**src/hdl/setpoint_pkg.sv**
```systemverilog
// constants and types for the converter set-point register bank
`default_nettype none
package setpoint_pkg;
  localparam int unsigned ADDR_W = 8;
  localparam int unsigned DATA_W = 8;
  localparam int unsigned CODE_W = 7;
  localparam int unsigned NREG   = 5;
  localparam int unsigned IDX_W  = 3;

  localparam logic [ADDR_W-1:0] CONV4_NORMAL_SETPOINT_OFS = 8'h94;
  localparam logic [ADDR_W-1:0] CONV4_SLEEP_SETPOINT_OFS  = 8'h95;
  localparam logic [ADDR_W-1:0] CONV5_NORMAL_SETPOINT_OFS = 8'h96;
  localparam logic [ADDR_W-1:0] CONV5_SLEEP_SETPOINT_OFS  = 8'h97;
  localparam logic [ADDR_W-1:0] CONV6_NORMAL_SETPOINT_OFS = 8'h98;

  // register index within the bank
  localparam logic [IDX_W-1:0] IDX_C4N = 3'h0;
  localparam logic [IDX_W-1:0] IDX_C4S = 3'h1;
  localparam logic [IDX_W-1:0] IDX_C5N = 3'h2;
  localparam logic [IDX_W-1:0] IDX_C5S = 3'h3;
  localparam logic [IDX_W-1:0] IDX_C6N = 3'h4;

  localparam int unsigned CODE_LSB  = 1;
  localparam int unsigned CODE_MSB  = 7;
  localparam int unsigned DECAY_BIT = 0;

  localparam logic [DATA_W-1:0] SLEEP_WMASK  = 8'hfe;
  localparam logic [DATA_W-1:0] NORMAL_WMASK = 8'hff;
  localparam logic [DATA_W-1:0] UNMAPPED_RD  = 8'h00;

  // converter six code table selector
  typedef enum logic [0:0] {
    STEP_25MV = 1'b0,
    STEP_10MV = 1'b1
  } step_range_t;
endpackage : setpoint_pkg
`default_nettype wire

```
**src/hdl/setpoint_mem.sv**
```systemverilog
// five-word register store with registered read data
`timescale 1ns/1ps
`default_nettype none
module setpoint_mem (
  input  wire logic                                clk,
  input  wire logic                                rst,
  input  wire logic [setpoint_pkg::IDX_W-1:0]      wr_idx,
  input  wire logic                                wr_en,
  input  wire logic [setpoint_pkg::DATA_W-1:0]     wr_data,
  input  wire logic [setpoint_pkg::DATA_W-1:0]     wr_mask,
  input  wire logic [setpoint_pkg::NREG*setpoint_pkg::DATA_W-1:0] dflt,
  input  wire logic [setpoint_pkg::IDX_W-1:0]      rd_idx,
  output var  logic [setpoint_pkg::DATA_W-1:0]     rd_data,
  output var  logic [setpoint_pkg::NREG*setpoint_pkg::DATA_W-1:0] words
);
  import setpoint_pkg::*;

  typedef struct packed {
    logic [NREG-1:0][DATA_W-1:0] w;
    logic [DATA_W-1:0]           rd;
  } mem_state_t;

  mem_state_t s_q;
  mem_state_t s_d;

  always_comb begin
    s_d = s_q;
    if (rst) begin
      // factory defaults loaded by a clocked process, never by reset constant
      // word four first; only words one and three are sleep words with bit0 forced clear
      s_d.w = dflt & {NORMAL_WMASK, SLEEP_WMASK, NORMAL_WMASK, SLEEP_WMASK, NORMAL_WMASK};
      s_d.rd = UNMAPPED_RD;
    end else begin
      if (wr_en && (int'(wr_idx) < NREG)) begin
        s_d.w[wr_idx] = (wr_data & wr_mask) | (s_q.w[wr_idx] & ~wr_mask);
      end
      s_d.rd = (int'(rd_idx) < NREG) ? s_d.w[rd_idx] : UNMAPPED_RD;
    end
  end

  always_ff @(posedge clk) begin
    s_q <= s_d;
  end

  assign rd_data = s_q.rd;
  assign words   = s_q.w;
endmodule : setpoint_mem
`default_nettype wire

```
**src/hdl/converter_setpoint_registers.sv**
```systemverilog
// set-point register bank for converters four, five and six
// Function
// - 0x94 holds converter four normal code
// - bit0: 0 slews down, 1 decays
// - 0x95 converter four sleep code, bit0 reserved
// - 0x96 converter five normal code, decay bit
// - 0x97 converter five sleep code, bit0 reserved
// - 0x98 converter six code, 10/25 mV
`timescale 1ns/1ps
`default_nettype none
module converter_setpoint_registers (
  input  wire logic                              clk,
  input  wire logic                              rst,
  input  wire logic [setpoint_pkg::ADDR_W-1:0]   reg_addr,
  input  wire logic                              reg_wr,
  input  wire logic [setpoint_pkg::DATA_W-1:0]   reg_wdata,
  input  wire logic                              reg_rd,
  output var  logic [setpoint_pkg::DATA_W-1:0]   reg_rdata,
  output var  logic                              reg_hit_q,
  input  wire logic [setpoint_pkg::NREG*setpoint_pkg::DATA_W-1:0] factory_default,
  input  wire setpoint_pkg::step_range_t         conv6_step_range,
  output var  logic [setpoint_pkg::CODE_W-1:0]   conv4_normal_code,
  output var  logic                              conv4_passive_rampdown,
  output var  logic [setpoint_pkg::CODE_W-1:0]   conv4_sleep_code,
  output var  logic [setpoint_pkg::CODE_W-1:0]   conv5_normal_code,
  output var  logic                              conv5_passive_rampdown,
  output var  logic [setpoint_pkg::CODE_W-1:0]   conv5_sleep_code,
  output var  logic [setpoint_pkg::CODE_W-1:0]   conv6_normal_code,
  output var  logic                              conv6_passive_rampdown,
  output var  setpoint_pkg::step_range_t         conv6_step_range_q
);
  import setpoint_pkg::*;

  // any index past the bank, which the store reads as unmapped
  localparam logic [IDX_W-1:0] IDX_NONE = IDX_W'(NREG);

  // offset to bank index; top bit low for unmapped offsets
  function automatic logic [IDX_W:0] decode(input logic [ADDR_W-1:0] a);
    case (a)
      CONV4_NORMAL_SETPOINT_OFS: decode = {1'b1, IDX_C4N};
      CONV4_SLEEP_SETPOINT_OFS:  decode = {1'b1, IDX_C4S};
      CONV5_NORMAL_SETPOINT_OFS: decode = {1'b1, IDX_C5N};
      CONV5_SLEEP_SETPOINT_OFS:  decode = {1'b1, IDX_C5S};
      CONV6_NORMAL_SETPOINT_OFS: decode = {1'b1, IDX_C6N};
      default:                   decode = {1'b0, IDX_C4N};
    endcase
  endfunction : decode

  function automatic logic is_sleep(input logic [IDX_W-1:0] i);
    is_sleep = (i == IDX_C4S) || (i == IDX_C5S);
  endfunction : is_sleep

  typedef struct packed {
    logic [NREG-1:0][DATA_W-1:0] out;
    logic                        hit;
    step_range_t                 rng;
  } top_state_t;

  top_state_t s_q;
  top_state_t s_d;

  logic [IDX_W:0]             wdec;
  logic [IDX_W:0]             rdec;
  logic [DATA_W-1:0]          mem_rd;
  logic [NREG*DATA_W-1:0]     words;
  logic [DATA_W-1:0]          wmask;

  assign wdec  = decode(reg_addr);
  assign rdec  = decode(reg_addr);
  // sleep registers keep bit0 reserved and read-only
  assign wmask = is_sleep(wdec[IDX_W-1:0]) ? SLEEP_WMASK : NORMAL_WMASK;

  setpoint_mem u_mem (
    .clk     (clk),
    .rst     (rst),
    .wr_idx  (wdec[IDX_W-1:0]),
    .wr_en   (reg_wr && wdec[IDX_W]),
    .wr_data (reg_wdata),
    .wr_mask (wmask),
    .dflt    (factory_default),
    .rd_idx  (rdec[IDX_W] ? rdec[IDX_W-1:0] : IDX_NONE),
    .rd_data (mem_rd),
    .words   (words)
  );

  always_comb begin
    s_d = s_q;
    if (rst) begin
      s_d.out = '0;
      s_d.hit = 1'b0;
      s_d.rng = STEP_25MV;
    end else begin
      // outputs follow the store one cycle later, so a write shows after two edges
      s_d.out = words;
      s_d.hit = (reg_rd || reg_wr) && wdec[IDX_W];
      s_d.rng = conv6_step_range;
    end
  end

  always_ff @(posedge clk) begin
    s_q <= s_d;
  end

  assign reg_rdata              = mem_rd;
  assign reg_hit_q              = s_q.hit;
  assign conv4_normal_code      = s_q.out[IDX_C4N][CODE_MSB:CODE_LSB];
  assign conv4_passive_rampdown = s_q.out[IDX_C4N][DECAY_BIT];
  assign conv4_sleep_code       = s_q.out[IDX_C4S][CODE_MSB:CODE_LSB];
  assign conv5_normal_code      = s_q.out[IDX_C5N][CODE_MSB:CODE_LSB];
  assign conv5_passive_rampdown = s_q.out[IDX_C5N][DECAY_BIT];
  assign conv5_sleep_code       = s_q.out[IDX_C5S][CODE_MSB:CODE_LSB];
  assign conv6_normal_code      = s_q.out[IDX_C6N][CODE_MSB:CODE_LSB];
  assign conv6_passive_rampdown = s_q.out[IDX_C6N][DECAY_BIT];
  assign conv6_step_range_q     = s_q.rng;
endmodule : converter_setpoint_registers
`default_nettype wire

```
**config.mk**
```make
export PLATFORM = sky130hd
export DESIGN_NAME = converter_setpoint_registers
export DESIGN_NICKNAME = d
export VERILOG_FILES = /design/src/hdl/setpoint_pkg.sv /design/src/hdl/setpoint_mem.sv /design/src/hdl/converter_setpoint_registers.sv
export SDC_FILE = /design/constraint.sdc
export NUM_CORES = 1
export LEC_CHECK = 0
export ABC_CLOCK_PERIOD_IN_PS = 1990
export BUFFER_PORTS_ARGS = -buffer_cell sky130_fd_sc_hd__buf_2
export CORE_ASPECT_RATIO = 0.6
export CORE_MARGIN = 2
export CORE_UTILIZATION = 42
export DETAILED_ROUTE_END_ITERATION = 7
export PLACE_DENSITY = 0.77
export RECOVER_POWER = 50
export SLEW_MARGIN = 20
export SYNTH_ARGS = -nofsm -noshare
export SYNTH_HDL_FRONTEND = slang
export SYNTH_SLANG_ARGS = --single-unit
```
**constraint.sdc**
```tcl
create_clock -name clk -period 1.99 [get_ports clk]
set_input_delay 0.398 -clock clk [delete_from_list [all_inputs] [get_ports clk]]
set_output_delay 0.398 -clock clk [all_outputs]
set_load 0.005 [all_outputs]
```
==> summary.md, run 1 <==
| Metric | Value |
|---|---|
| Outcome | `complete, no violations` |
| WHS Endpoint | `u_mem.words[3]` |
| Core ar. | `8039 µm²` |
| Total power per unit cell area | `~900 nW/µm²` |
| Mux share of post-synthesis cell area | `a little under an eighth` |
| Synth Area in Compound Gates | `15.94%` |
| Vias in the first global route | `~2800` |
| GRT Total Usage | `21.20%` |
| Setup CP Type | `in2reg` |
| Slowest-stage cell, CP | `nand3_1` |
| Post-synthesis async set-or-reset flop share | `0%` |
| Max-slew headroom | `39.79%` |
| Area delta synth->final | `28.54%` |
| Tcrit/Tclk final | `a little under nine tenths` |
| Top area cells in the synthesized netlist | `dfxtp_1 50%, mux2i_1 10%, nor2b_1 7.1%` |
| Overall Power | `4.123 mW` |
| Largest area contributor in the synthesized netlist | `dfxtp_1` |
| Register bit count reported by yosys | `88` |
| Vias/cell | `5.043` |
| Top Ports | `109` |
| Netlist cell types | `50` |
| RSZ-0062 raised after global routing | `no` |
| Final Hold Fails | `0` |
| Clock-pin slew on the worst setup and hold paths | `0.06 ns` |
| Critical path fanouts, max | `7` |
| 1st-iter DRT viols | `260` |
| Die Height | `75.19 µm` |
| Xor/xnor cell area share of the yosys netlist | `0.2469%` |
| Number of flops mapped to enable cells by yosys | `0` |
| CTS Buf Count | `9` |
| Psw | `0.9537 mW` |
| Startpoint types | `input pin` |
| Bufs on Longest Clock Path | `2` |
| Post-route ant nets | `0` |
| CTS tree | `done` |
| CP delay by family, top | `simple AND/OR/NAND/NOR gates` |
| Flop pwr share | `47.5%` |
| Max_cap viols | `0` |
| Buf+Inv Stages, Crit Path | `2` |
| Capturing point of the worst reg2reg path | `u_mem.rd_data[6]` |
| DP HPWL | `6834 µm` |
| # rows | `25` |
| Post-Syn Area | `3547 µm²` |
| Fillcell total | `743` |
| Hold Path Origin | `factory_default[3]` |
| Post-route DRC | `0` |
| Postcts setup bufs | `0` |
| Fmax | `586.4 MHz` |
| Area fraction of the dominant cell type after synthesis | `between 40 and 50%` |
| Post-synth net total | `419` |
| Critical Path AT | `between 1.5 and 2 ns` |
| Port Buffers | `roughly 110` |
| Leakage | `2.014 nW` |
| CP Capture Type | `flop` |
| Synth warnings | `0` |
| Worst vdd ir | `~0.4 mV` |
| CTS H-Tree Depth | `3` |
| Post-CTS Hold Buffers | `0` |
| Combinational power share | `9.6%` |
| RePlAce Congestion | `0.9124` |
| Reg2Reg Launch Point | `u_mem.words[38]` |
| Initial Utilization | `44.12%` |
| Worst-path cell chain | `buf_2 > nand4bb_1 > buf_4 > nor3_2 > nand3_1 > o211ai_1` |
| Layout cells sized above 1 | `29.50%` |
| Setup violators final | `0` |
| Fin crit period | `1.705 ns` |
| Drt wl/cell | `about 16 µm` |
| CP max stage delay | `0.35 ns` |
| Most common flop cell mapped by yosys | `dfxtp_1` |
| Total grt overflow | `0` |
| Seq/Total Area, Yosys | `between 40% and 50%` |
| Largest net degree at the start of global routing | `89` |
| Clk_skew | `0.004769 ns` |
| Detailed-route via count | `2955` |
| Setup TNS | `0 ns` |
| First-pass GRT wire length | `14300 µm` |
| Clock Tree Root | `clkbuf_16` |
| Post-Synth Adder-Cell Area | `0%` |
| Synth Area per Inst | `9.908 µm²` |
| Post-route insts no fill | `586` |
| Hold Crit Class | `in2reg` |
| Slack of the worst reg-to-reg path | `0.94 ns` |
| Mapped Cells | `approximately 360` |
| Die ar. | `9221 µm²` |
| Worst-margin pin slew | `between 0.9 and 1 ns` |
| Sw Ratio | `23.13%` |
| Combinational family with the most area after synthesis | `simple AND/OR/NAND/NOR gates` |
| Diodes inserted | `0` |
| Critical Path RT | `about 2.2 ns` |
| Clock network power share | `43.0%` |
| Layout Nets | `535` |
| P_int | `3.170 mW` |
| Routed wire length | `~9300 µm` |
| Final Max Tran Viols | `0` |
| R2R depth | `4` |
| DIE WIDTH | `122.6 µm` |
| Antenna violations before repair | `0` |
| CP Launch Point | `reg_addr[6]` |
| CTS Sinks | `88` |
| Hold depth | `3` |
| Simple-gate share of the synthesized area | `17.88%` |
| Placed cells | `571` |
| First-pass DRT Iterations | `5` |
| Clk_lat worst skew | `0.34 ns` |
| PostCTS Resize Cnt | `0` |
## per-stage QoR
stage / setup WS [ns] / instance area [µm²] / hold WS [ns] / util [%]
floorplan: 0.1242 / 3547 / 0.4263 / -
global placement: 0.05916 / 4293 / 0.4491 / 53.40
detailed placement: 0.01331 / 4293 / 0.4577 / 53.40
CTS: 0.3553 / 4602 / 0.2414 / 57.25
global route: 0.1958 / 4559 / 0.2574 / 56.72
finish: 0.2847 / 4559 / 0.2578 / 56.72
## Yosys cell counts (all sizes together), types with 3 or more instances
| cell type | number |
|---|---|
| o221ai | 7 |
| clkbuf | 13 |
| a32oi | 6 |
| inv | 18 |
| mux2 | 3 |
| nor2b | 40 |
| nor2 | 13 |
| nand3 | 4 |
| and2 | 3 |
| a2bb2oi | 7 |
| o211ai | 8 |
| a21oi | 16 |
| dfxtp | 88 |
| buf | 9 |
| o21ai | 29 |
| mux2i | 37 |
| nand2 | 32 |
## per-layer routing
layer | up-vias | GRT usage [%] | share of wire [%]
met5 | - | 0 | 0
met4 | 0 | 9.068 | 1.0
met3 | 8 | 5.682 | 9.0
met2 | 117 | 29.51 | 41
met1 | 1353 | 30.80 | 49
li1 | 1477 | - | -
## state kept, by name, summed over array words and instances, names as in the netlist
name	count
conv4_sleep_code	7
conv6_normal_code	7
reg_hit_q	1
conv4_normal_code	7
conv4_passive_rampdown	1
conv5_normal_code	7
conv5_sleep_code	7
conv6_step_range_q	1
u_mem.rd_data	8
u_mem.words	40
conv5_passive_rampdown	1
conv6_passive_rampdown	1
## cells in the final DEF (no fill, tap or decap), drive strengths merged, types with 2 or more instances in the layout
master,n
buf,106
dfxtp,88
nor2b,40
mux2i,37
nand2,32
clkbuf,30
o21ai,29
inv,19
a21oi,16
nor2,13
o211ai,8
a2bb2oi,7
o221ai,7
a32oi,6
nand3,4
and2,3
clkinv,3
mux2,3
a31oi,2
nand2b,2
o2111ai,2
bufinv,2
nor3,2
## worst max-delay path by stage
stage | endpoint | slack, ns | cells after the start
floorplan | u_mem.rd_data[0] | 0.12 | 6
global placement | u_mem.rd_data[2] | 0.06 | 7
detailed placement | u_mem.rd_data[6] | 0.01 | 6
CTS | u_mem.rd_data[6] | 0.36 | 6
global route | u_mem.words[16] | 0.20 | 3
finish | u_mem.rd_data[6] | 0.28 | 6
## worst reg2reg max path: cells and delay by family, from the launching register on
kind / cells / cell delay, ns
and+or+nand+nor: 1 / 0.13
DFF: 1 / 0.32
AOI/OAI and AO/OA: 3 / 0.47
## power groups by stage
stage	Combinational (mW)	Sequential, mW	Clock [mW]
finish	0.394	1.96	1.77
global route	0.437	1.97	1.87
CTS	0.406	1.96	1.81
detailed placement	0.402	1.99	0
global placement	0.393	1.99	0
floorplan	0.208	1.99	0
## area by class of cell
class / instances / area, µm² / share of cell area (%)
clock buffers: 9 / 225.2 / 4.940
clock inverters: 6 / 83.83 / 1.839
inverters: 18 / 67.56 / 1.482
multi-input cells: 230 / 1613 / 35.37
flip-flops and latches: 88 / 1762 / 38.64
well taps: 108 / 135.1 / 2.964
repair buffers: 127 / 673.1 / 14.76
## logic make-up (layout without fill, tap and decap cells)
logic type / count (synthesis) / in the layout
multiplexers: 40 / 40
AO/OA/AOI/OAI: 81 / 81
AND/OR/NAND/NOR: 108 / 108
flip-flops: 88 / 88
buffers and inverters: 40 / 160
XOR/XNOR: 1 / 1
(Power assumes the default switching activity.)
==> run 2, diff against run 1 <==
--- a/config.mk
+++ b/config.mk
@@ -12,4 +12,5 @@
 export CORE_UTILIZATION = 42
 export DETAILED_ROUTE_END_ITERATION = 7
+export HOLD_SLACK_MARGIN = 0.12
 export PLACE_DENSITY = 0.77
 export RECOVER_POWER = 50
==> constraint.sdc (replaced) <==
create_clock -name clk -period 1.99 [get_ports clk]
set_input_delay 0.199 -clock clk [delete_from_list [all_inputs] [get_ports clk]]
set_output_delay 0.199 -clock clk [all_outputs]
set_load 0.005 [all_outputs]
==> run 2 against run 1 <==
Global-route usage up 0.54 points. Wire length is 3.6% higher. Setup slack better by 0.25 ns. First-iteration DRC count down 9.6%. Sequential power hardly changed. Largest power group unchanged. Highest routed layer unchanged.
==> summary.md, run 2 (same netlist as run 1, synthesis figures left out) <==
| Metric | Value |
|---|---|
| Bufs on Longest Clock Path | `2 (unchanged)` |
| Tcrit/Tclk final | `73.24% (was 85.69%)` |
| Worst-margin pin slew | `1.018 ns (was 0.9032 ns)` |
| Fmax | `686.1 MHz (was 586.4 MHz)` |
| CTS Buf Count | `9 (unchanged)` |
| Setup TNS | `0 ns (unchanged)` |
| PostCTS Resize Cnt | `0 (unchanged)` |
| Setup violators final | `0 (unchanged)` |
| Total power per unit cell area | `842.2 nW/µm² (was 904.4 nW/µm²)` |
| Setup CP Type | `in2reg (unchanged)` |
| First-pass DRT Iterations | `4 (was 5)` |
| Largest net degree at the start of global routing | `68 (was 89)` |
| Worst vdd ir | `0.5242 mV (was 0.4002 mV)` |
| Final Max Tran Viols | `0 (unchanged)` |
| RePlAce Congestion | `0.8557 (was 0.9124)` |
| Hold Crit Class | `in2reg (unchanged)` |
| CTS tree | `done (unchanged)` |
| Antenna violations before repair | `0 (unchanged)` |
| Die Height | `75.19 µm (unchanged)` |
| Largest register FFs | `40 (unchanged)` |
| Critical Path RT | `2.19 ns (was 2.24 ns)` |
| Detailed-route via count | `3075 (was 2955)` |
| Vias/cell | `4.984 (was 5.043)` |
| Clk_lat worst skew | `0.34 ns (about the same)` |
| Final WS setup | `0.5325 ns (was 0.2847 ns)` |
| Core ar. | `8039 µm² (unchanged)` |
| Top Ports | `109 (unchanged)` |
| Most frequent cells in the layout | `88 x dfxtp_1, 81 x buf_2, 40 x nor2b_1 (was 88 x dfxtp_1, 87 x buf_2, 40 x nor2b_1)` |
| Initial Utilization | `44.12% (unchanged)` |
| First-pass GRT wire length | `14630 µm (was 14300 µm)` |
| Final Hold Fails | `0 (unchanged)` |
| Fillcell total | `683 (was 743)` |
| Critical Path AT | `1.66 ns (was 1.96 ns)` |
| Post-route DRC | `0 (unchanged)` |
| Startpoint types | `input pin (unchanged)` |
| Fin util | `60.42% (was 56.72%)` |
| Layout Nets | `566 (was 535)` |
| CP Capture Type | `flop (unchanged)` |
| CTS Sinks | `88 (unchanged)` |
| # rows | `25 (unchanged)` |
| Vias in the first global route | `2827 (was 2808)` |
| Area delta synth->final | `36.93% (was 28.54%)` |
| Clock Tree Root | `clkbuf_16 (unchanged)` |
| Drt wl/cell | `15.69 µm (was 15.94 µm)` |
| Clk_skew | `0.003945 ns (was 0.004769 ns)` |
| Critical path fanouts, max | `7 (unchanged)` |
| Diodes inserted | `0 (unchanged)` |
| Fin crit period | `1.457 ns (was 1.705 ns)` |
| CTS H-Tree Depth | `3 (unchanged)` |
| Total grt overflow | `0 (unchanged)` |
| Leakage | `2.102 nW (was 2.014 nW)` |
| Outcome | `complete, no violations (unchanged)` |
| Commonest non-fill, non-tap cell in the layout | `dfxtp_1 (unchanged)` |
| Pre-CTS WS | `0.1986 ns (was 0.01331 ns)` |
| 1st-iter DRT viols | `235 (was 260)` |
| Max_cap viols | `0 (unchanged)` |
| GRT Total Usage | `21.73% (was 21.20%)` |
| Max-slew headroom | `32.14% (was 39.79%)` |
| DP HPWL | `6826 µm (was 6834 µm)` |
| Layout cells sized above 1 | `25.34% (was 29.50%)` |
| Worst Hold Margin | `0.1421 ns (was 0.2578 ns)` |
| Routed wire length | `9678 µm (was 9339 µm)` |
| Die ar. | `9221 µm² (unchanged)` |
| RSZ-0062 raised after global routing | `no (unchanged)` |
| DIE WIDTH | `122.6 µm (unchanged)` |
| Post-route ant nets | `0 (unchanged)` |
| Port Buffers | `106 (unchanged)` |
| Clock-pin slew on the worst setup and hold paths | `0.06 ns (about the same)` |
## run 2: cell types whose count changed in the layout (fill, tap and decap cells not counted), moves of 4 or more
cell           change
dlygate4sd3_1     +38
buf_2              -6
clkbuf_1           +5
buf_4              -4
## run 2: area by class of cell
type | instances | area (µm²) | area share [%]
well taps | 108 | 135.1 | 2.782
inverters | 18 | 67.56 | 1.391
repair buffers | 158 | 984.7 | 20.27
flip-flops and latches | 88 | 1762 | 36.27
multi-input cells | 230 | 1613 | 33.20
clock buffers | 10 | 239.0 | 4.920
clock inverters | 5 | 56.30 | 1.159
## run 2: where the power goes
group          total (mW)  switching [mW]  internal [mW]  leakage (nW)
logic               0.442           0.212          0.230          1.22
registers            1.96          0.0652           1.89         0.732
clock network        1.69           0.691          0.999         0.145
total                4.09           0.968           3.12          2.10
## run 2: layer usage
layer  global-route usage (%)  vias up  routed length (µm)
li1                         -     1537                   -
met1                    30.90     1400                4763
met2                    32.10      128                3931
met3                    6.061       10                 893
met4                    6.897        0                  90
met5                        0        -                   0
## run 2: final timing paths
check	startpoint	end	slack, ns	cells past startpoint
hold reg to reg	u_mem.words[16]	conv5_passive_rampdown	0.46	1
setup reg to reg	u_mem.words[38]	u_mem.rd_data[6]	0.91	4
hold / removal	reg_rd	reg_hit_q	0.14	2
setup / recovery	reg_addr[6]	u_mem.words[29]	0.53	6
## run 2: stage by stage
| stage | power (mW) | instances | instance area (µm²) |
|---|---|---|---|
| floorplan | 2.193 | 358 | 3547 |
| finish | 4.091 | 617 | 4857 |
| CTS | 4.121 | 617 | 4891 |
| global route | 4.256 | 617 | 4857 |
| global placement | 2.371 | 564 | 4215 |
| detailed placement | 2.385 | 564 | 4215 |
## run 2: critical path, cell delays in order
cell,delay (ns)
buf_2,0.10
and4bb_2,0.34
nand4_1,0.21
or2_1,0.48
mux2i_1,0.24
o21ai_1,0.08
## run 2: repair_timing
action	in CTS	in global routing
buffers inserted	0	0
hold buffers	38	0
hold endpoints to repair	38	0
==> run 3, diff against run 2 <==
Settings changed: ABC_CLOCK_PERIOD_IN_PS 1990 to 1400.
Clock period 1.99 ns to 1.4 ns, I/O delays scaled along.
==> run 3 against run 2 <==
Clock skew is 0.0014 ns higher. Sequential power grew 42%. Flip-flop and latch count unchanged. Hold slack gained 0.028 ns. Critical endpoint is now u_mem.rd_data[4]. Largest power group unchanged.
==> summary.md, run 3 (same netlist as run 1, synthesis figures left out) <==
| Metric | Value |
|---|---|
| R2R depth | `4 (unchanged)` |
| 1st-iter DRT viols | `233 (was 235)` |
| CTS tree | `done (unchanged)` |
| Final Hold Fails | `0 (unchanged)` |
| Fillcell total | `693 (was 683)` |
| Vias/cell | `4.911 (was 4.984)` |
| CP Capture Type | `flop (unchanged)` |
| # rows | `25 (unchanged)` |
| Initial Utilization | `44.12% (unchanged)` |
| Antenna violations before repair | `0 (unchanged)` |
| Most frequent cells in the layout | `92 x buf_2, 88 x dfxtp_1, 41 x dlygate4sd3_1 (was 88 x dfxtp_1, 81 x buf_2, 40 x nor2b_1)` |
| Die Height | `75.19 µm (unchanged)` |
| Post-route ant nets | `0 (unchanged)` |
| Setup violators final | `0 (unchanged)` |
| Diodes inserted | `0 (unchanged)` |
| Commonest non-fill, non-tap cell in the layout | `buf_2 (was dfxtp_1)` |
| Core ar. | `8039 µm² (unchanged)` |
| Critical Path AT | `1.53 ns (was 1.66 ns)` |
| Total power per unit cell area | `1133 nW/µm² (was 842.2 nW/µm²)` |
| Tcrit/Tclk final | `92.65%` |
| Vias in the first global route | `2976 (was 2827)` |
| Worst-path cell chain | `buf_2 > nor4b_4 > buf_4 > nor3b_1 > buf_4 > a32oi_1 > a2bb2oi_1 > o211ai_1 (was buf_2 > and4bb_2 > nand4_1 > or2_1 > mux2i_1 > o21ai_1)` |
| CTS H-Tree Depth | `3 (unchanged)` |
| Detailed-route via count | `3158 (was 3075)` |
| Setup CP Type | `in2reg (unchanged)` |
| Drt wl/cell | `14.92 µm (was 15.69 µm)` |
| Leakage | `2.268 nW (was 2.102 nW)` |
| Overall Power | `5.765 mW (was 4.091 mW)` |
| Top Ports | `109 (unchanged)` |
| Largest net degree at the start of global routing | `74 (was 68)` |
| Worst-margin pin slew | `0.7006 ns (was 1.018 ns)` |
| CTS Buf Count | `9 (unchanged)` |
| Layout Nets | `592 (was 566)` |
| Post-CTS Hold Buffers | `41 (was 38)` |
| GRT Total Usage | `21.77% (was 21.73%)` |
| Final WS setup | `0.1029 ns (was 0.5325 ns)` |
| CTS Sinks | `88 (unchanged)` |
| Largest register FFs | `40 (unchanged)` |
| Max_cap viols | `0 (unchanged)` |
| Startpoint types | `input pin (unchanged)` |
| Final Max Tran Viols | `0 (unchanged)` |
| Post-route DRC | `0 (unchanged)` |
| Fin crit period | `1.297 ns` |
| Fin util | `63.32% (was 60.42%)` |
| RePlAce Congestion | `0.9237 (was 0.8557)` |
| Outcome | `complete, no violations (unchanged)` |
| Worst vdd ir | `0.9444 mV (was 0.5242 mV)` |
| Seq. cell area | `1762 µm² (unchanged)` |
| First-pass DRT Iterations | `4 (unchanged)` |
| Total grt overflow | `0 (unchanged)` |
| Routed wire length | `9592 µm (was 9678 µm)` |
| Postcts setup bufs | `0 (unchanged)` |
| DIE WIDTH | `122.6 µm (unchanged)` |
| Hold Path Origin | `reg_wdata[7] (was reg_rd)` |
| Critical Path RT | `1.64 ns (was 2.19 ns)` |
| Clk_lat worst skew | `0.34 ns (about the same)` |
| PostCTS Resize Cnt | `0 (unchanged)` |
| Bufs on Longest Clock Path | `2 (unchanged)` |
| CP max stage delay | `0.37 ns (was 0.48 ns)` |
| Most frequent CP cell | `buf_4` |
| Area of the multi-input gates | `1632 µm² (was 1613 µm²)` |
| Capturing point of the worst reg2reg path | `u_mem.rd_data[6] (unchanged)` |
| Clk_skew | `0.005344 ns (was 0.003945 ns)` |
| Hold Crit Class | `in2reg (unchanged)` |
| Area delta synth->final | `43.49% (was 36.93%)` |
| Layout cells sized above 1 | `30.47% (was 25.34%)` |
| Die ar. | `9221 µm² (unchanged)` |
| Port Buffers | `106 (unchanged)` |
| RSZ-0062 raised after global routing | `no (unchanged)` |
| Hold depth | `3 (was 2)` |
| Fmax | `771.0 MHz` |
| First-pass GRT wire length | `14850 µm (was 14630 µm)` |
| Max-slew headroom | `53.29% (was 32.14%)` |
| WHS Endpoint | `u_mem.rd_data[7] (was reg_hit_q)` |
| DP HPWL | `6981 µm (was 6826 µm)` |
| Slack of the worst reg-to-reg path | `0.28 ns (was 0.91 ns)` |
| Slowest-stage cell, CP | `nor4b_4 (was or2_1)` |
| Pre-CTS WS | `-0.2300 ns (was 0.1986 ns)` |
| Reg2Reg Launch Point | `u_mem.words[38] (unchanged)` |
| Clock Tree Root | `clkbuf_16 (unchanged)` |
| Clock-pin slew on the worst setup and hold paths | `0.06 ns (about the same)` |
| Critical path fanouts, max | `5 (was 7)` |
==> run 3: worst max path at each step <==
stage	endpoint	startpoint
after floorplan	u_mem.words[16]	reg_addr[6]
after global placement	u_mem.rd_data[4]	reg_addr[6]
after detailed placement	u_mem.words[31]	reg_addr[6]
after CTS	u_mem.rd_data[4]	reg_addr[6]
after global routing	u_mem.words[29]	reg_addr[6]
final	u_mem.rd_data[4]	reg_addr[1]
==> run 3: power breakdown <==
group          internal [mW]  switching (mW)  total [mW]
logic                  0.366           0.311       0.677
registers               2.69          0.0995        2.79
clock network           1.37           0.922        2.30
==> run 3: critical path, delay by kind of cell <==
family | cells | cell delay, ns
AO/OA/AOI/OAI | 3 | 0.33
buffers and inverters | 3 | 0.50
AND/OR/NAND/NOR | 2 | 0.56
==> run 3: layer usage <==
metal,wire length [µm],share of wire [%],GRT usage [%],up-vias
met2,3919,41,32.04,112
met3,773,8.1,6.970,8
met4,82,0.85,5.492,0
met5,0,0,0,-
li1,-,-,-,1591
met1,4815,50,31.03,1447
==> run 3: layout make-up <==
| class | count | share of cell area (%) |
|---|---|---|
| Tap cell | 108 | 2.655 |
| Sequential cell | 88 | 34.61 |
| Multi-Input combinational cell | 230 | 32.05 |
| Inverter | 18 | 1.327 |
| Clock inverter | 3 | 0.8604 |
| Clock buffer | 12 | 4.646 |
| Timing Repair Buffer | 184 | 23.84 |
==> run 3: per-stage QoR <==
step / instances / area (µm²) / setup TNS, ns / hold slack [ns]
floorplan: 358 / 3586 / -0.6348 / 0.2486
global placement: 587 / 4419 / -4.626 / 0.3424
detailed placement: 587 / 4419 / -5.963 / 0.3517
CTS: 643 / 5110 / 0 / 0.1497
global route: 643 / 5090 / 0 / 0.1693
finish: 643 / 5090 / 0 / 0.1704
